**config.mk**
```make
export PLATFORM = sky130hd
export DESIGN_NAME = usm_top
export DESIGN_NICKNAME = d
export VERILOG_FILES = /design/src/rtl/usm_pkg.sv /design/src/rtl/usm_ir_demod.sv /design/src/rtl/usm_top.sv
export SDC_FILE = /design/constraint.sdc
export NUM_CORES = 1
export LEC_CHECK = 0
export BUFFER_PORTS_ARGS = -buffer_cell sky130_fd_sc_hd__buf_2
export CELL_PAD_IN_SITES_DETAIL_PLACEMENT = 1
export CELL_PAD_IN_SITES_GLOBAL_PLACEMENT = 1
export CORE_MARGIN = 2
export CORE_UTILIZATION = 49
export DETAILED_ROUTE_END_ITERATION = 10
export PLACE_DENSITY = 0.9
export SYNTH_ARGS = -nofsm -noshare
export SYNTH_HDL_FRONTEND = slang
export SYNTH_SLANG_ARGS = --single-unit
```
**constraint.sdc**
```tcl
create_clock -name clk -period 5.1 [get_ports clk]
set_clock_uncertainty 0.2 [all_clocks]
set_input_delay 0.765 -clock clk [delete_from_list [all_inputs] [get_ports clk]]
set_output_delay 0.765 -clock clk [all_outputs]
set_load 0.005 [all_outputs]
```
**src/rtl/usm_pkg.sv**
```systemverilog
// Package: shared constants and carriers for the serial special-mode block
package usm_pkg;

  localparam logic [3:0] MODE_NORMAL    = 4'h0;
  localparam logic [3:0] MODE_RS485     = 4'h1;
  localparam logic [3:0] MODE_IRDA      = 4'h8;
  localparam logic [3:0] MODE_SPI_MST   = 4'hE;
  localparam logic [3:0] MODE_SPI_SLV   = 4'hF;
  localparam logic [1:0] CLKSEL_DIRECT  = 2'h0;
  localparam logic [1:0] CLKSEL_DIV8    = 2'h1;
  localparam logic [1:0] CLKSEL_EXT     = 2'h3;
  localparam int         FILT_W         = 8;
  localparam int         DIV_W          = 16;
  localparam int         CLK_MHZ        = 100;
  localparam logic [7:0] FILT_RESET     = 8'h00;
  localparam logic [15:0] DIV_RESET     = 16'h0000;
  localparam int         PRESCALE_DIV   = 8;
  // Pulse is 3/16 of a bit: numerator and denominator of that fraction
  localparam int         IR_PULSE_NUM   = 3;
  localparam int         IR_PULSE_DEN   = 16;

  typedef struct packed {
    logic [3:0]        mode;
    logic [1:0]        clock_source_select;
    logic              clock_output_enable;
    logic [DIV_W-1:0]  baud_divider;
    logic [FILT_W-1:0] ir_filter_len;
  } usm_cfg_t;

  typedef struct packed {
    logic txd;
    logic sck;
    logic sck_oe;
    logic rts;
  } usm_pins_out_t;

  typedef enum logic [2:0] {
    FLT_IDLE = 3'b001,
    FLT_RUN  = 3'b010,
    FLT_HOLD = 3'b100
  } usm_flt_state_t;

endpackage

```
**src/rtl/usm_ir_demod.sv**
```systemverilog
// Infrared return-to-zero demodulator with reloadable down-counting filter
module usm_ir_demod (
  input  wire logic                      clk,
  input  wire logic                      resetn,
  input  wire logic                      enable,
  input  wire logic                      rx_fall,
  input  wire logic                      rx_rise,
  input  wire logic [usm_pkg::FILT_W-1:0] filter_len,
  input  wire logic [usm_pkg::DIV_W-1:0] bit_cycles,
  output logic                           rx_demod
);

  usm_pkg::usm_flt_state_t state;
  logic [usm_pkg::FILT_W-1:0] count;
  logic [usm_pkg::DIV_W-1:0]  hold_cnt;

  ////////////////////////////////////////////////////////////////////////////
  always_ff @(posedge clk or negedge resetn) begin
    if (!resetn) begin
      state    <= usm_pkg::FLT_IDLE;
      count    <= usm_pkg::FILT_RESET;
      hold_cnt <= usm_pkg::DIV_RESET;
      rx_demod <= 1'b1;
    end else if (!enable) begin
      state    <= usm_pkg::FLT_IDLE;
      count    <= filter_len;
      rx_demod <= 1'b1;
    end else begin
      case (state)
        usm_pkg::FLT_IDLE: begin
          count    <= filter_len;
          rx_demod <= 1'b1;
          if (rx_fall) begin
            state <= usm_pkg::FLT_RUN;
          end
        end
        usm_pkg::FLT_RUN: begin
          if (rx_rise) begin
            state <= usm_pkg::FLT_IDLE;
            count <= filter_len;
          end else if (count == usm_pkg::FILT_RESET) begin
            state    <= usm_pkg::FLT_HOLD;
            rx_demod <= 1'b0;
            hold_cnt <= bit_cycles;
          end else begin
            count <= count - 8'h01;
          end
        end
        usm_pkg::FLT_HOLD: begin
          // One bit period low, then idle high again
          if (hold_cnt <= 16'h0001) begin
            state    <= usm_pkg::FLT_IDLE;
            rx_demod <= 1'b1;
            count    <= filter_len;
          end else begin
            hold_cnt <= hold_cnt - 16'h0001;
          end
        end
        default: begin
          state    <= usm_pkg::FLT_IDLE;
          rx_demod <= 1'b1;
        end
      endcase
    end
  end

  ////////////////////////////////////////////////////////////////////////////
  a_filter_reload: assert property (@(posedge clk) disable iff (!resetn)
    (enable && state == usm_pkg::FLT_RUN && rx_rise) |=> (count == $past(filter_len)))
    else $error("Filter not reloaded on rising edge");

  a_zero_drives_low: assert property (@(posedge clk) disable iff (!resetn)
    (enable && state == usm_pkg::FLT_RUN && !rx_rise && count == 8'h00) |=> !rx_demod)
    else $error("Expired filter did not drive receiver low");

  a_idle_high: assert property (@(posedge clk) disable iff (!resetn)
    (state == usm_pkg::FLT_IDLE) |-> rx_demod)
    else $error("Demodulator low while idle");

  a_filter_counts: assert property (@(posedge clk) disable iff (!resetn)
    (enable && state == usm_pkg::FLT_RUN && !rx_rise && count != 8'h00)
      |=> (count == $past(count) - 8'h01))
    else $error("Filter did not decrement");

endmodule

```
**src/rtl/usm_top.sv**
```systemverilog
// Special serial modes: infrared, RS485 driver enable and SPI pin mapping
// Overview of operation
// - Infrared filter is an 8-bit down counter loaded with filter length.
// - Falling receive edge starts the filter counting down each clock.
// - Rising edge while counting stops counter and reloads filter length.
// - Counter reaching zero holds receiver input low for one bit.
// - Mode 0x1 selects RS485; framing otherwise unchanged.
// - In RS485 the driver enable is the inverse of transmit done.
// - Driver enable stays high through a programmed timeguard.
// - Mode 0xE is SPI master: MOSI out, MISO in, SCK out, NSS out.
// - Mode 0xF is SPI slave: MOSI in, MISO out, SCK in, NSS in.
// - SPI master has a single slave select output.
// - SPI baud generation works as in synchronous mode.
// - SPI slave always uses external SCK as its bit clock.
// - SPI master toggles SCK one full cycle per bit.
// - Mode 0x8 selects infrared with modulator and demodulator active.
// - Infrared zero bit becomes a pulse of three sixteenths of a bit.
module usm_top (
  input  wire logic              clk,
  input  wire logic              resetn,
  input  wire usm_pkg::usm_cfg_t cfg,
  input  wire logic              tx_core_data,
  input  wire logic              tx_bit_start,
  input  wire logic              transmit_done_flag,
  input  wire logic              timeguard_active,
  input  wire logic              spi_bit_req,
  input  wire logic              spi_ss_assert,
  input  wire logic              rxd_pin,
  input  wire logic              sck_pin_in,
  input  wire logic              cts_pin,
  output logic                   txd_pin,
  output logic                   sck_pin_out,
  output logic                   sck_pin_oe,
  output logic                   rts_pin,
  output logic                   rx_core_data,
  output logic                   bit_tick,
  output logic                   spi_ss_in_n,
  output logic                   spi_sck_in
);

  logic [2:0] rx_sync;
  logic [2:0] sck_sync;
  logic [2:0] cts_sync;
  logic       rx_level;
  logic       rx_prev;
  logic       rx_fall;
  logic       rx_rise;
  logic       mode_ir;
  logic       mode_mst;
  logic       mode_slv;
  logic       ir_demod;
  logic [usm_pkg::DIV_W-1:0] bit_cycles;
  logic [usm_pkg::DIV_W-1:0] div_cnt;
  logic [2:0]                pre_cnt;
  logic                      pre_tick;
  logic                      sck_phase;
  logic                      spi_active;
  logic [usm_pkg::DIV_W+3:0] ir_cnt;
  logic [usm_pkg::DIV_W+3:0] ir_pulse_len;
  logic [usm_pkg::DIV_W+3:0] ir_bit_len;
  logic                      ir_pulse;

  assign mode_ir  = (cfg.mode == usm_pkg::MODE_IRDA);
  assign mode_mst = (cfg.mode == usm_pkg::MODE_SPI_MST);
  assign mode_slv = (cfg.mode == usm_pkg::MODE_SPI_SLV);

  ////////////////////////////////////////////////////////////////////////////
  // Pin synchronisers; a change counts once stages two and three agree
  always_ff @(posedge clk or negedge resetn) begin
    if (!resetn) begin
      rx_sync  <= 3'h7;
      sck_sync <= 3'h0;
      cts_sync <= 3'h7;
      rx_level <= 1'b1;
      rx_prev  <= 1'b1;
    end else begin
      rx_sync  <= {rx_sync[1:0], rxd_pin};
      sck_sync <= {sck_sync[1:0], sck_pin_in};
      cts_sync <= {cts_sync[1:0], cts_pin};
      if (rx_sync[2] == rx_sync[1]) begin
        rx_level <= rx_sync[2];
      end
      rx_prev <= rx_level;
    end
  end

  assign rx_fall = rx_prev && !rx_level;
  assign rx_rise = !rx_prev && rx_level;

  ////////////////////////////////////////////////////////////////////////////
  // Bit clock: synchronous-style divider; slave ignores divider and source
  always_ff @(posedge clk or negedge resetn) begin
    if (!resetn) begin
      pre_cnt <= 3'h0;
    end else begin
      pre_cnt <= pre_cnt + 3'h1;
    end
  end

  assign pre_tick = (cfg.clock_source_select == usm_pkg::CLKSEL_DIV8) ?
                    (pre_cnt == 3'h7) : 1'b1;

  // Cycles per bit in clk units, used for the demodulator hold time
  assign bit_cycles = (cfg.clock_source_select == usm_pkg::CLKSEL_DIV8) ?
                      {cfg.baud_divider[usm_pkg::DIV_W-4:0], 3'h0} : cfg.baud_divider;

  always_ff @(posedge clk or negedge resetn) begin
    if (!resetn) begin
      div_cnt   <= usm_pkg::DIV_RESET;
      sck_phase <= 1'b0;
      bit_tick  <= 1'b0;
      spi_active <= 1'b0;
    end else begin
      bit_tick <= 1'b0;
      if (mode_slv) begin
        // External clock forced; the rising sampled edge marks a bit
        bit_tick   <= sck_sync[2] && !sck_sync[1] ? 1'b0 :
                      (sck_sync[1] && !sck_sync[2]);
        sck_phase  <= 1'b0;
        spi_active <= 1'b0;
        div_cnt    <= usm_pkg::DIV_RESET;
      end else if (pre_tick) begin
        if (div_cnt <= 16'h0001) begin
          div_cnt <= cfg.baud_divider;
        end else begin
          div_cnt <= div_cnt - 16'h0001;
        end
        // Compare fires one count before half way; registered, low half starts at half way, so an even divider splits 50:50
        if (mode_mst && spi_active
            && div_cnt == {1'b0, cfg.baud_divider[usm_pkg::DIV_W-1:1]} + 16'h0001) begin
          sck_phase <= 1'b0;
        end
        if (div_cnt <= 16'h0001) begin
          bit_tick   <= 1'b1;
          spi_active <= mode_mst && spi_bit_req;
          sck_phase  <= mode_mst && spi_bit_req;
        end
      end
    end
  end

  ////////////////////////////////////////////////////////////////////////////
  // Infrared modulator: zero bit becomes a 3/16 bit light pulse
  assign ir_bit_len   = {4'h0, bit_cycles};
  assign ir_pulse_len = 20'((ir_bit_len * 20'(usm_pkg::IR_PULSE_NUM)) /
                        20'(usm_pkg::IR_PULSE_DEN));

  always_ff @(posedge clk or negedge resetn) begin
    if (!resetn) begin
      ir_cnt   <= 20'h0_0000;
      ir_pulse <= 1'b0;
    end else if (tx_bit_start && mode_ir && !tx_core_data) begin
      ir_cnt   <= ir_pulse_len;
      ir_pulse <= 1'b1;
    end else if (ir_cnt > 20'h0_0001) begin
      ir_cnt <= ir_cnt - 20'h0_0001;
    end else begin
      ir_cnt   <= 20'h0_0000;
      ir_pulse <= 1'b0;
    end
  end

  usm_ir_demod u_demod (
    .clk        (clk),
    .resetn     (resetn),
    .enable     (mode_ir),
    .rx_fall    (rx_fall),
    .rx_rise    (rx_rise),
    .filter_len (cfg.ir_filter_len),
    .bit_cycles (bit_cycles),
    .rx_demod   (ir_demod)
  );

  ////////////////////////////////////////////////////////////////////////////
  // Pin multiplexing per mode
  always_ff @(posedge clk or negedge resetn) begin
    if (!resetn) begin
      txd_pin      <= 1'b1;
      rts_pin      <= 1'b0;
      rx_core_data <= 1'b1;
      spi_ss_in_n  <= 1'b1;
    end else begin
      txd_pin      <= mode_ir ? ir_pulse : tx_core_data;
      rx_core_data <= mode_ir ? ir_demod : rx_level;
      if (!mode_slv) begin
        spi_ss_in_n <= 1'b1;
      end else if (cts_sync[2] == cts_sync[1]) begin
        spi_ss_in_n <= cts_sync[2];
      end
      case (cfg.mode)
        usm_pkg::MODE_RS485:   rts_pin <= !transmit_done_flag || timeguard_active;
        // Only one select output exists, so one slave is addressable
        usm_pkg::MODE_SPI_MST: rts_pin <= !spi_ss_assert;
        default:               rts_pin <= 1'b0;
      endcase
    end
  end

  always_ff @(posedge clk or negedge resetn) begin
    if (!resetn) begin
      sck_pin_out <= 1'b0;
      sck_pin_oe  <= 1'b0;
      spi_sck_in  <= 1'b0;
    end else begin
      sck_pin_out <= mode_mst ? sck_phase : 1'b0;
      sck_pin_oe  <= mode_mst && cfg.clock_output_enable;
      if (!mode_slv) begin
        spi_sck_in <= 1'b0;
      end else if (sck_sync[2] == sck_sync[1]) begin
        spi_sck_in <= sck_sync[2];
      end
    end
  end

  ////////////////////////////////////////////////////////////////////////////
  a_rs485_rts: assert property (@(posedge clk) disable iff (!resetn)
    (cfg.mode == usm_pkg::MODE_RS485 && !transmit_done_flag) |=> rts_pin)
    else $error("Driver enable low while transmitting");

  a_rs485_guard: assert property (@(posedge clk) disable iff (!resetn)
    (cfg.mode == usm_pkg::MODE_RS485 && timeguard_active) |=> rts_pin)
    else $error("Driver enable dropped during timeguard");

  a_master_sck_oe: assert property (@(posedge clk) disable iff (!resetn)
    (mode_slv) |=> !sck_pin_oe)
    else $error("SCK driven in slave mode");

  a_ir_pulse_len: assert property (@(posedge clk) disable iff (!resetn)
    (mode_ir && tx_bit_start && !tx_core_data) |=> (ir_cnt == $past(ir_pulse_len)))
    else $error("Infrared pulse length wrong");

endmodule

```
==> reports/qor.json, run 1 <==
{
  "outcome": {"value": "finished, final reports clean"},
  "max_slew.worst_pin.slew": {"value": 0.7933, "unit": "ns"},
  "arrival": {"value": 3.71, "unit": "ns"},
  "die_area": {"value": 13070, "unit": "µm²"},
  "drc_violations_left": {"value": 0},
  "floorplan.die.width": {"value": 114.3, "unit": "µm"},
  "ys_types": {"value": 63},
  "cts_hold_repair.buffers": {"value": 0},
  "drv_slew": {"value": 0},
  "critical_path.startpoint_type": {"value": "input pin"},
  "dpl-instance-area": {"value": 6302, "unit": "µm²"},
  "critPathCaptureType": {"value": "flop"},
  "cts_sinks": {"value": 89},
  "core_area": {"value": 11960, "unit": "µm²"},
  "crit_fanout": {"value": 17},
  "cts_root_buffer": {"value": "clkbuf_16"},
  "grt_max_degree": {"value": 52},
  "report.final.setup_viol": {"value": 0},
  "drv.max_cap_violation_count": {"value": 0},
  "track_usage": {"value": 27.91, "unit": "%"},
  "drt-initial-drc-count": {"value": 337},
  "route.detailed.wl_per_inst": {"value": 19.57, "unit": "µm"},
  "first_global_vias": {"value": 5826},
  "cts_tree": {"value": "done"},
  "leakagePower": {"value": 2.873, "unit": "nW"},
  "nNetsFinal": {"value": 810},
  "syn_avg_cell_area": {"value": 8.340, "unit": "µm²"},
  "ratio_of_cells_with_drive_above_1_in_the_final_layout": {"value": 12.55, "unit": "%"},
  "flow.area_growth_from_synthesis": {"value": 10.45, "unit": "%"},
  "boundaryPins": {"value": 50},
  "ff_to_ff_path_depth": {"value": 8},
  "final-hold-violation-count": {"value": 0},
  "cts.path.max_buffers": {"value": 2},
  "worst-endpoint-required": {"value": 5.09, "unit": "ns"},
  "synth-main-ff-cell": {"value": "dfrtp_1"},
  "totalNegativeSetupSlack": {"value": 0, "unit": "ns"},
  "grt_first_pass_wirelength": {"value": 28.95, "unit": "mm"},
  "proportion_of_netlist_area_held_by_the_largest_area_contributor": {"value": 31.89, "unit": "%"},
  "synth.area.top_cells": {"value": "dfrtp_1 32%, nand2_1 5.9%, dfstp_2 5.7%"},
  "fmax": {"value": 268.8, "unit": "MHz"},
  "post_synth_inst_count": {"value": 715},
  "antenna_found_initial": {"value": 0},
  "post-cts-setup-buffer-count": {"value": 0},
  "p_per_area": {"value": 383.7, "unit": "nW/µm²"},
  "floorplan.initialDensity": {"value": 49.85, "unit": "%"},
  "final.period_utilization": {"value": 72.93, "unit": "%"},
  "dp.final_hpwl": {"value": 12.58, "unit": "mm"},
  "synth_edf_count": {"value": 0},
  "number_of_h_tree_levels": {"value": 3},
  "placementRows": {"value": 40},
  "timing_worst_setup_path_type": {"value": "input pin to flop"},
  "period_minus_slack": {"value": 3.720, "unit": "ns"},
  "count_of_antenna_violating_nets_left_after_detailed_routing": {"value": 0},
  "worst_hold_path_type": {"value": "flop to flop"},
  "globalRouteOverflowTotal": {"value": 0},
  "grt_setup_unrepaired": {"value": "false"},
  "worstSkewPairLatency": {"value": 0.35, "unit": "ns"},
  "place.port_buffers": {"value": 49},
  "routability_congestion_estimate_from_global_placement": {"value": 0.8776},
  "yosysSeqAreaShare": {"value": 37.62, "unit": "%"},
  "routed_wirelength": {"value": 17.54, "unit": "mm"},
  "ys.warnings.count": {"value": 0},
  "finish.instance_area": {"value": 6586, "unit": "µm²"},
  "postSynthRegisterBits": {"value": 89},
  "postSynthNetCount": {"value": 781},
  "slew_headroom": {"value": 46.95, "unit": "%"},
  "per_cell_via_count_in_the_routed_design": {"value": 6.163},
  "max_ir_drop_vdd": {"value": 261.1, "unit": "µV"},
  "drt-pass1-iter-count": {"value": 4},
  "die_h": {"value": 114.3, "unit": "µm"},
  "async_reset_ff_share": {"value": 100.0, "unit": "%"},
  "mappedNetlistArea": {"value": 5963, "unit": "µm²"},
  "diodes": {"value": 0},
  "via_count": {"value": 5522},
  "hold_depth": {"value": 0},
  "cts_resized": {"value": 0},
  "clock_pin_slew_reported_for_the_worst_setup_and_hold_paths_after_clock_tree_synthesis": {"value": 0.07, "unit": "ns"},
  "tritoncts_buffers": {"value": 9},
  "synth_top_area_cell": {"value": "dfrtp_1"}
}
-- final timing paths --
path	start	endpoint	slack (ns)
min in group asynchronous	resetn	ir_cnt[15]	0.18
hold reg to reg	sck_sync[0]	sck_sync[1]	0.15
max in group asynchronous	resetn	u_demod.hold_cnt[9]	3.46
hold / removal	sck_sync[0]	sck_sync[1]	0.15
setup reg to reg	div_cnt[2]	div_cnt[6]	1.47
setup / recovery	cfg[26]	ir_cnt[12]	1.38
-- metrics by stage --
stage	setup slack [ns]	hold slack (ns)	total power, mW	cells	utilization, %
6_report	1.380	0.1514	2.527	896	55.06
5_1_grt	1.211	0.1555	2.681	896	55.06
4_1_cts	1.414	0.1527	2.525	896	55.06
3_5_place_dp	1.080	0.1379	1.859	880	52.69
3_3_place_gp	1.257	0.1339	1.789	880	52.69
2_1_floorplan	1.506	0.1312	1.621	715	-
-- layout by cell type, fill, tap and decap left out, types with 4 or more instances in the layout --
cell / n
nand2_1: 94
dfrtp_1: 76
a21oi_1: 59
nor2_1: 56
buf_2: 48
xnor2_1: 35
o21ai_1: 35
o21ai_0: 32
inv_1: 27
ha_1: 24
xor2_1: 23
nor3_1: 22
nand3_1: 21
o22ai_1: 16
dfstp_2: 13
or3_1: 12
nand4_1: 12
a22o_1: 12
nand2b_1: 10
clkbuf_16: 9
mux2i_1: 7
nand3b_1: 7
nor4_1: 7
buf_4: 7
a21o_1: 5
a31oi_1: 5
and3_1: 5
or4_1: 4
and2_1: 4
-- where the power goes --
part           internal [mW]  switching, mW  leakage (nW)
clock                  0.347          0.297         0.132
combinational          0.361          0.504          1.63
sequential             0.850          0.168          1.11
total                   1.56          0.969          2.87
-- cells in the mapped netlist (all sizes together), types with 7 or more instances --
cell type / count
dfstp: 13
nand3: 21
dfrtp: 76
o21ai: 67
a21oi: 60
buf: 14
a22o: 12
nand4: 12
nor2: 56
xor2: 23
nand2b: 10
nor4: 7
inv: 27
xnor2: 35
clkbuf: 23
or3: 12
mux2i: 7
o22ai: 16
ha: 24
nand3b: 7
nor3: 23
nand2: 94
-- registers in the layout, summed over array words and instances, names as in the netlist, 3 cells and up --
register and cells:
pre_cnt 3, u_demod.state 3, rx_sync 3, div_cnt 16
sck_sync 3, ir_cnt 20, u_demod.count 8, cts_sync 3
u_demod.hold_cnt 16
-- worst max-delay path, cell delays in order --
cell and delay [ns]:
buf_2 0.10, nand2b_1 0.44, nand2_1 0.24, nand2_1 0.08
ha_1 0.32, inv_1 0.06, a211o_1 0.32, a2111o_1 0.45
a31oi_1 0.33, a21o_1 0.20, a21o_1 0.15, xnor2_1 0.15
o22ai_1 0.11
-- final cells by class --
cell class / instances / area (µm²)
clock buffer: 11 / 242.7
clock inverter: 5 / 41.29
fill: 1478 / 5375
inverter: 27 / 101.3
multi-input combinational: 562 / 3481
sequential: 89 / 2243
tap: 147 / 183.9
timing repair buffer: 55 / 292.8
-- logic make-up (layout without fill, tap and decap cells) --
logic type	Yosys count	in the layout	share of synthesized area [%]
AO/OA/AOI/OAI	191	191	19.47
XOR/XNOR	58	58	8.519
adder cells (fa/ha/maj)	27	27	5.539
buffers and inverters	64	98	4.364
flip-flops	89	89	37.62
multiplexers	10	10	1.742
AND/OR/NAND/NOR	276	276	22.74
-- layer usage --
metal,wire [µm],track usage [%],vias up
met2,9271,51.51,119
met1,7271,32.63,2765
met5,0,0,-
met4,495,11.30,0
met3,499,3.600,41
li1,-,-,2597
(Power assumes the default switching activity.)
==> inputs of run 2 (changes only) <==
Settings changed: CORE_UTILIZATION 49 to 46, PLACE_DENSITY 0.9 to 0.86.
Clock period 5.1 ns to 3.7 ns, I/O delays scaled along.
==> reports/qor.json, run 2 (synthesis results as in run 1) <==
{
  "routed_wirelength": {"value": 17.24, "unit": "mm", "change": "was 17.54 mm"},
  "drc_violations_left": {"value": 0, "change": "unchanged"},
  "post-cts-setup-buffer-count": {"value": 0, "change": "unchanged"},
  "report.final.setup_viol": {"value": 0, "change": "unchanged"},
  "die_h": {"value": 117.9, "unit": "µm", "change": "was 114.3 µm"},
  "crit_path_cell_trace": {"value": "or4_4 > or4_1 > or2_1 > o31ai_4 > a221oi_4 > buf_4 > a21oi_4 > o21ai_1 > a22o_1", "change": "was buf_2 > nand2b_1 > nand2_1 > nand2_1 > ha_1 > inv_1 > a211o_1 > a2111o_1 > a31oi_1 > a21o_1 > a21o_1 > xnor2_1 > o22ai_1"},
  "count_of_antenna_violating_nets_left_after_detailed_routing": {"value": 0, "change": "unchanged"},
  "die_area": {"value": 13890, "unit": "µm²", "change": "was 13070 µm²"},
  "flow.area_growth_from_synthesis": {"value": 12.06, "unit": "%", "change": "was 10.45%"},
  "max_ir_drop_vdd": {"value": 365.7, "unit": "µV", "change": "was 261.1 µV"},
  "power.sequential.fraction": {"value": 40.4, "unit": "%", "change": "was 40.3%"},
  "max_slew.worst_pin.slew": {"value": 0.7275, "unit": "ns", "change": "was 0.7933 ns"},
  "totalNegativeSetupSlack": {"value": 0, "unit": "ns", "change": "unchanged"},
  "outcome": {"value": "finished, final reports clean", "change": "unchanged"},
  "setup_slack": {"value": 0.2831, "unit": "ns", "change": "was 1.380 ns"},
  "drt-initial-drc-count": {"value": 254, "change": "was 337"},
  "largest_register_ff_count": {"value": 20, "change": "unchanged"},
  "slew_headroom": {"value": 51.05, "unit": "%", "change": "was 46.95%"},
  "timing.rr.end": {"value": "u_demod.count[7]", "change": "was div_cnt[6]"},
  "timing_worst_setup_path_type": {"value": "flop to flop", "change": "was input pin to flop"},
  "drt-pass1-iter-count": {"value": 4, "change": "unchanged"},
  "number_of_h_tree_levels": {"value": 3, "change": "unchanged"},
  "cts.path.max_buffers": {"value": 2, "change": "unchanged"},
  "core_area": {"value": 12620, "unit": "µm²", "change": "was 11960 µm²"},
  "worst_hold_path_type": {"value": "input pin to asynchronous set/reset pin", "change": "was flop to flop"},
  "via_count": {"value": 5460, "change": "was 5522"},
  "layout_top_registers": {"value": "ir_cnt: 20 flops, div_cnt: 16 flops, u_demod.hold_cnt: 16 flops", "change": "unchanged"},
  "diodes": {"value": 0, "change": "unchanged"},
  "critical_path.max_stage_delay": {"value": 0.56, "unit": "ns", "change": "was 0.45 ns"},
  "setup.reg_to_reg.worst_slack": {"value": 0.28, "unit": "ns", "change": "was 1.47 ns"},
  "grt_max_degree": {"value": 48, "change": "was 52"},
  "tritoncts_buffers": {"value": 9, "change": "unchanged"},
  "route.detailed.wl_per_inst": {"value": 18.57, "unit": "µm", "change": "was 19.57 µm"},
  "path_delay_family": {"value": "simple AND/OR/NAND/NOR gates", "change": "was compound AO/OA/AOI/OAI gates"},
  "most_frequent_cells_in_the_layout": {"value": "94 x nand2_1, 76 x dfrtp_1, 59 x a21oi_1", "change": "unchanged"},
  "routability_congestion_estimate_from_global_placement": {"value": 0.8593, "change": "was 0.8776"},
  "grt_setup_unrepaired": {"value": "false", "change": "unchanged"},
  "worstSkewPairLatency": {"value": 0.36, "unit": "ns", "change": "was 0.35 ns"},
  "final-hold-violation-count": {"value": 0, "change": "unchanged"},
  "worst-endpoint-required": {"value": 3.75, "unit": "ns", "change": "was 5.09 ns"},
  "critical_path.startpoint_type": {"value": "flop", "change": "was input pin"},
  "dp.final_hpwl": {"value": 12.84, "unit": "mm", "change": "was 12.58 mm"},
  "per_cell_via_count_in_the_routed_design": {"value": 5.884, "change": "was 6.163"},
  "antenna_found_initial": {"value": 0, "change": "unchanged"},
  "ff_to_ff_path_depth": {"value": 9, "change": "was 8"},
  "cts_resized": {"value": 0, "change": "unchanged"},
  "cts_tree": {"value": "done", "change": "unchanged"},
  "place_ws": {"value": 0.2256, "unit": "ns", "change": "was 1.080 ns"},
  "arrival": {"value": 3.47, "unit": "ns", "change": "was 3.71 ns"},
  "period_minus_slack": {"value": 3.417, "unit": "ns"},
  "drv_slew": {"value": 0, "change": "unchanged"},
  "p_per_area": {"value": 520.3, "unit": "nW/µm²", "change": "was 383.7 nW/µm²"},
  "leakagePower": {"value": 2.911, "unit": "nW", "change": "was 2.873 nW"},
  "placementRows": {"value": 41, "change": "was 40"},
  "first_global_vias": {"value": 5866, "change": "was 5826"},
  "power.clock.fraction": {"value": 25.6, "unit": "%", "change": "was 25.5%"},
  "fmax": {"value": 292.7, "unit": "MHz"},
  "globalRouteOverflowTotal": {"value": 0, "change": "unchanged"},
  "crit_slowest_cell": {"value": "or4_4", "change": "was a2111o_1"},
  "switching_share": {"value": 37.84, "unit": "%", "change": "was 38.33%"},
  "final.hold.worst_slack": {"value": 0.007982, "unit": "ns", "change": "was 0.1514 ns"},
  "cts_root_buffer": {"value": "clkbuf_16", "change": "unchanged"},
  "clock_pin_slew_reported_for_the_worst_setup_and_hold_paths_after_clock_tree_synthesis": {"value": 0.07, "unit": "ns", "change": "about the same"},
  "floorplan.die.width": {"value": 117.9, "unit": "µm", "change": "was 114.3 µm"},
  "boundaryPins": {"value": 50, "change": "unchanged"},
  "critPathBufInv": {"value": 1, "change": "was 2"},
  "most_flop_heavy_register": {"value": "ir_cnt", "change": "unchanged"},
  "drv.max_cap_violation_count": {"value": 0, "change": "unchanged"},
  "track_usage": {"value": 25.88, "unit": "%", "change": "was 27.91%"},
  "grt_first_pass_wirelength": {"value": 29.27, "unit": "mm", "change": "was 28.95 mm"},
  "cellInternalPower": {"value": 2.161, "unit": "mW", "change": "was 1.559 mW"},
  "cts_hold_repair.buffers": {"value": 0, "change": "unchanged"},
  "nNetsFinal": {"value": 817, "change": "was 810"},
  "place.port_buffers": {"value": 49, "change": "unchanged"},
  "ratio_of_cells_with_drive_above_1_in_the_final_layout": {"value": 13.36, "unit": "%", "change": "was 12.55%"},
  "cts_sinks": {"value": 89, "change": "unchanged"},
  "comb_power_share": {"value": 33.9, "unit": "%", "change": "was 34.2%"},
  "power.switching": {"value": 1.315, "unit": "mW", "change": "was 0.9688 mW"},
  "mostFrequentLayoutCell": {"value": "nand2_1", "change": "unchanged"},
  "final.period_utilization": {"value": 92.35, "unit": "%"},
  "floorplan.initialDensity": {"value": 47.25, "unit": "%", "change": "was 49.85%"},
  "reg2reg_from": {"value": "u_demod.hold_cnt[11]", "change": "was div_cnt[2]"},
  "crit_fanout": {"value": 17, "change": "unchanged"},
  "critPathCaptureType": {"value": "flop", "change": "unchanged"}
}
[run 2: changes by cell type in the layout (fill, tap and decap cells not counted)]
cell	change
buf_12	+1
buf_4	+6
[run 2: cell type report]
type,count,area (µm²)
repair buffers,62,357.8
flip-flops and latches,89,2243
clock inverters,5,41.29
inverters,27,101.3
well taps,172,215.2
multi-input cells,562,3481
fillers,1563,5937
clock buffers,11,242.7
[run 2: worst max path at each step]
stage,cells past startpoint,from,end
floorplan,14,cfg[25],ir_cnt[12]
CTS,9,u_demod.hold_cnt[11],u_demod.count[7]
global route,9,u_demod.hold_cnt[11],u_demod.count[7]
detailed placement,13,cfg[26],ir_cnt[12]
global placement,13,cfg[26],ir_cnt[12]
finish,9,u_demod.hold_cnt[11],u_demod.count[7]
[run 2: routing by layer]
| layer | up-vias | global-route usage, % | wire [µm] |
|---|---|---|---|
| met3 | 27 | 3.634 | 498 |
| met4 | 0 | 10.77 | 445 |
| met1 | 2725 | 31.30 | 7412 |
| met5 | - | 0 | 0 |
| li1 | 2619 | - | - |
| met2 | 89 | 46.04 | 8878 |
[run 2: power by group through the flow]
stage          logic [mW]  clock network, mW  registers (mW)
6_report             1.18              0.891            1.41
5_1_grt              1.34              0.949            1.43
4_1_cts              1.18              0.903            1.40
3_5_place_dp         1.16                  0            1.42
3_3_place_gp         1.09                  0            1.39
2_1_floorplan       0.916                  0            1.32
[run 2: through the flow]
stage / utilization, % / power [mW] / std cells / cell area (µm²)
floorplan: - / 2.234 / 715 / 5963
global placement: 50.70 / 2.479 / 912 / 6399
detailed placement: 50.70 / 2.579 / 912 / 6399
CTS: 52.95 / 3.488 / 928 / 6683
global route: 52.95 / 3.720 / 928 / 6683
finish: 52.95 / 3.477 / 928 / 6683
==> inputs of run 3 (changes only) <==
Settings changed: CORE_UTILIZATION 46 to 45, PLACE_DENSITY 0.86 to 0.84, TNS_END_PERCENT set to 1.
Clock period 3.7 ns to 3.8 ns, I/O delays scaled along.
==> reports/qor.json, run 3 (synthesis results as in run 1) <==
{
  "outcome": {"value": "finished with violations", "change": "was finished, final reports clean"},
  "violations": {"value": "hold timing"},
  "final.hold.worst_slack": {"value": -0.01207, "unit": "ns", "change": "was 0.007982 ns"},
  "layout.cells.non_filler": {"value": 933, "change": "was 928"},
  "cts_hold_repair.buffers": {"value": 0, "change": "unchanged"},
  "final-hold-violation-count": {"value": 19, "change": "was 0"},
  "route.detailed.wl_per_inst": {"value": 18.31, "unit": "µm", "change": "was 18.57 µm"},
  "cts_sinks": {"value": 89, "change": "unchanged"},
  "timing_worst_setup_path_type": {"value": "input pin to flop", "change": "was flop to flop"},
  "period_minus_slack": {"value": 3.372, "unit": "ns"},
  "critical_path.startpoint_type": {"value": "input pin", "change": "was flop"},
  "routability_congestion_estimate_from_global_placement": {"value": 0.8911, "change": "was 0.8593"},
  "worstSkewPairLatency": {"value": 0.36, "unit": "ns", "change": "about the same"},
  "comb_power_share": {"value": 32.9, "unit": "%", "change": "was 33.9%"},
  "drt-pass1-iter-count": {"value": 4, "change": "unchanged"},
  "via_count": {"value": 5425, "change": "was 5460"},
  "critPathCaptureType": {"value": "flop", "change": "unchanged"},
  "number_of_h_tree_levels": {"value": 3, "change": "unchanged"},
  "most_frequent_cells_in_the_layout": {"value": "94 x nand2_1, 76 x dfrtp_1, 59 x a21oi_1", "change": "unchanged"},
  "crit_fanout": {"value": 8, "change": "was 17"},
  "first_global_vias": {"value": 5806, "change": "was 5866"},
  "per_cell_via_count_in_the_routed_design": {"value": 5.815, "change": "was 5.884"},
  "most_flop_heavy_register": {"value": "ir_cnt", "change": "unchanged"},
  "max_ir_drop_vdd": {"value": 249.2, "unit": "µV", "change": "was 365.7 µV"},
  "reg2reg_from": {"value": "u_demod.hold_cnt[9]", "change": "was u_demod.hold_cnt[11]"},
  "setup_slack": {"value": 0.4275, "unit": "ns", "change": "was 0.2831 ns"},
  "drc_violations_left": {"value": 0, "change": "unchanged"},
  "fmax": {"value": 296.5, "unit": "MHz"},
  "track_usage": {"value": 25.15, "unit": "%", "change": "was 25.88%"},
  "place.port_buffers": {"value": 49, "change": "unchanged"},
  "power.switching": {"value": 1.270, "unit": "mW", "change": "was 1.315 mW"},
  "diodes": {"value": 0, "change": "unchanged"},
  "floorplan.initialDensity": {"value": 45.57, "unit": "%", "change": "was 47.25%"},
  "count_of_antenna_violating_nets_left_after_detailed_routing": {"value": 0, "change": "unchanged"},
  "cts_root_buffer": {"value": "clkbuf_16", "change": "unchanged"},
  "dp.final_hpwl": {"value": 12.75, "unit": "mm", "change": "was 12.84 mm"},
  "critical_path.max_stage_delay": {"value": 0.43, "unit": "ns", "change": "was 0.56 ns"},
  "die_h": {"value": 119.1, "unit": "µm", "change": "was 117.9 µm"},
  "ff_to_ff_path_depth": {"value": 9, "change": "unchanged"},
  "ratio_of_cells_with_drive_above_1_in_the_final_layout": {"value": 13.61, "unit": "%", "change": "was 13.36%"},
  "flow.area_growth_from_synthesis": {"value": 12.59, "unit": "%", "change": "was 12.06%"},
  "grt_first_pass_wirelength": {"value": 28.68, "unit": "mm", "change": "was 29.27 mm"},
  "routed_wirelength": {"value": 17.09, "unit": "mm", "change": "was 17.24 mm"},
  "timing.rr.end": {"value": "u_demod.count[5]", "change": "was u_demod.count[7]"},
  "crit_path_cell_trace": {"value": "buf_2 > nor2b_1 > buf_4 > nand2_1 > nand2_1 > ha_1 > a21o_1 > a21oi_1 > a2bb2oi_1 > a31oi_1 > a21o_1 > a21o_1 > xnor2_1 > o22ai_1", "change": "was or4_4 > or4_1 > or2_1 > o31ai_4 > a221oi_4 > buf_4 > a21oi_4 > o21ai_1 > a22o_1"},
  "core_area": {"value": 13090, "unit": "µm²", "change": "was 12620 µm²"},
  "max_slew.worst_pin.slew": {"value": 0.7526, "unit": "ns", "change": "was 0.7275 ns"},
  "placementRows": {"value": 42, "change": "was 41"},
  "power.clock.fraction": {"value": 27.5, "unit": "%", "change": "was 25.6%"},
  "p_per_area": {"value": 514.9, "unit": "nW/µm²", "change": "was 520.3 nW/µm²"},
  "worst_hold_path_type": {"value": "input pin to asynchronous set/reset pin", "change": "unchanged"},
  "finish.instance_area": {"value": 6714, "unit": "µm²", "change": "was 6683 µm²"},
  "setup.reg_to_reg.worst_slack": {"value": 0.44, "unit": "ns", "change": "was 0.28 ns"},
  "floorplan.die.width": {"value": 119.1, "unit": "µm", "change": "was 117.9 µm"},
  "total_power": {"value": 3.457, "unit": "mW", "change": "was 3.477 mW"},
  "worst-endpoint-required": {"value": 3.82, "unit": "ns", "change": "was 3.75 ns"},
  "post-cts-setup-buffer-count": {"value": 0, "change": "unchanged"},
  "globalRouteOverflowTotal": {"value": 0, "change": "unchanged"},
  "largest_register_ff_count": {"value": 20, "change": "unchanged"},
  "drt-initial-drc-count": {"value": 238, "change": "was 254"},
  "antenna_found_initial": {"value": 0, "change": "unchanged"},
  "tritoncts_buffers": {"value": 9, "change": "unchanged"},
  "power.sequential.fraction": {"value": 39.6, "unit": "%", "change": "was 40.4%"},
  "layout_top_registers": {"value": "ir_cnt: 20 flops, div_cnt: 16 flops, u_demod.hold_cnt: 16 flops", "change": "unchanged"},
  "drv_slew": {"value": 0, "change": "unchanged"},
  "grt_setup_unrepaired": {"value": "false", "change": "unchanged"},
  "numPlacedInstances": {"value": 917, "change": "was 912"},
  "utilization": {"value": 51.31, "unit": "%", "change": "was 52.95%"},
  "crit_top_cell": {"value": "a21o_1"},
  "slew_headroom": {"value": 49.37, "unit": "%", "change": "was 51.05%"},
  "cts_tree": {"value": "done", "change": "unchanged"},
  "place_ws": {"value": 0.05825, "unit": "ns", "change": "was 0.2256 ns"},
  "mostFrequentLayoutCell": {"value": "nand2_1", "change": "unchanged"},
  "switching_share": {"value": 36.73, "unit": "%", "change": "was 37.84%"},
  "cts_resized": {"value": 0, "change": "unchanged"},
  "drv.max_cap_violation_count": {"value": 0, "change": "unchanged"},
  "grt_max_degree": {"value": 41, "change": "was 48"},
  "arrival": {"value": 3.39, "unit": "ns", "change": "was 3.47 ns"},
  "cellInternalPower": {"value": 2.187, "unit": "mW", "change": "was 2.161 mW"},
  "die_area": {"value": 14190, "unit": "µm²", "change": "was 13890 µm²"},
  "final.period_utilization": {"value": 88.75, "unit": "%"},
  "dpl-instance-area": {"value": 6399, "unit": "µm²", "change": "unchanged"},
  "report.final.setup_viol": {"value": 0, "change": "unchanged"},
  "nNetsFinal": {"value": 818, "change": "was 817"},
  "cts.path.max_buffers": {"value": 2, "change": "unchanged"},
  "totalNegativeSetupSlack": {"value": 0, "unit": "ns", "change": "unchanged"},
  "leakagePower": {"value": 2.933, "unit": "nW", "change": "was 2.911 nW"},
  "boundaryPins": {"value": 50, "change": "unchanged"},
  "crit_slowest_cell": {"value": "nor2b_1", "change": "was or4_4"},
  "clock_pin_slew_reported_for_the_worst_setup_and_hold_paths_after_clock_tree_synthesis": {"value": 0.06, "unit": "ns", "change": "was 0.07 ns"}
}
## run 3: worst max-delay path by stage
stage | start | end
after global placement | cfg[25] | ir_cnt[12]
after floorplan | cfg[25] | ir_cnt[12]
after detailed placement | cfg[25] | ir_cnt[12]
after CTS | u_demod.hold_cnt[9] | u_demod.count[5]
final | cfg[25] | ir_cnt[12]
after global routing | cfg[25] | ir_cnt[12]
## run 3: power groups by stage
stage | clock network, mW | logic [mW] | registers, mW
3_5_place_dp | 0 | 1.13 | 1.38
3_3_place_gp | 0 | 1.07 | 1.36
4_1_cts | 0.965 | 1.14 | 1.36
6_report | 0.950 | 1.14 | 1.37
5_1_grt | 1.00 | 1.28 | 1.39
2_1_floorplan | 0 | 0.891 | 1.28
## run 3: layer usage
metal,up-vias,part of all wire (%),GRT usage [%]
li1,2615,-,-
met1,2686,42,29.75
met2,91,52,45.33
met3,33,2.8,3.784
met4,0,2.8,10.42
met5,-,0,0
## run 3: area by class of cell
type | instances | area (µm²)
inverters | 27 | 101.3
repair buffers | 63 | 352.8
flip-flops and latches | 89 | 2243
multi-input cells | 562 | 3481
well taps | 176 | 220.2
fillers | 1593 | 6371
clock buffers | 11 | 252.7
clock inverters | 5 | 62.56
## run 3: worst max-delay path, delay by kind of cell
kind,cells,cell delay (ns)
AO/OA/AOI/OAI,7,1.40
adder cells (fa/ha/maj),1,0.31
AND/OR/NAND/NOR,3,0.61
buffers and inverters,2,0.33
XOR/XNOR,1,0.15
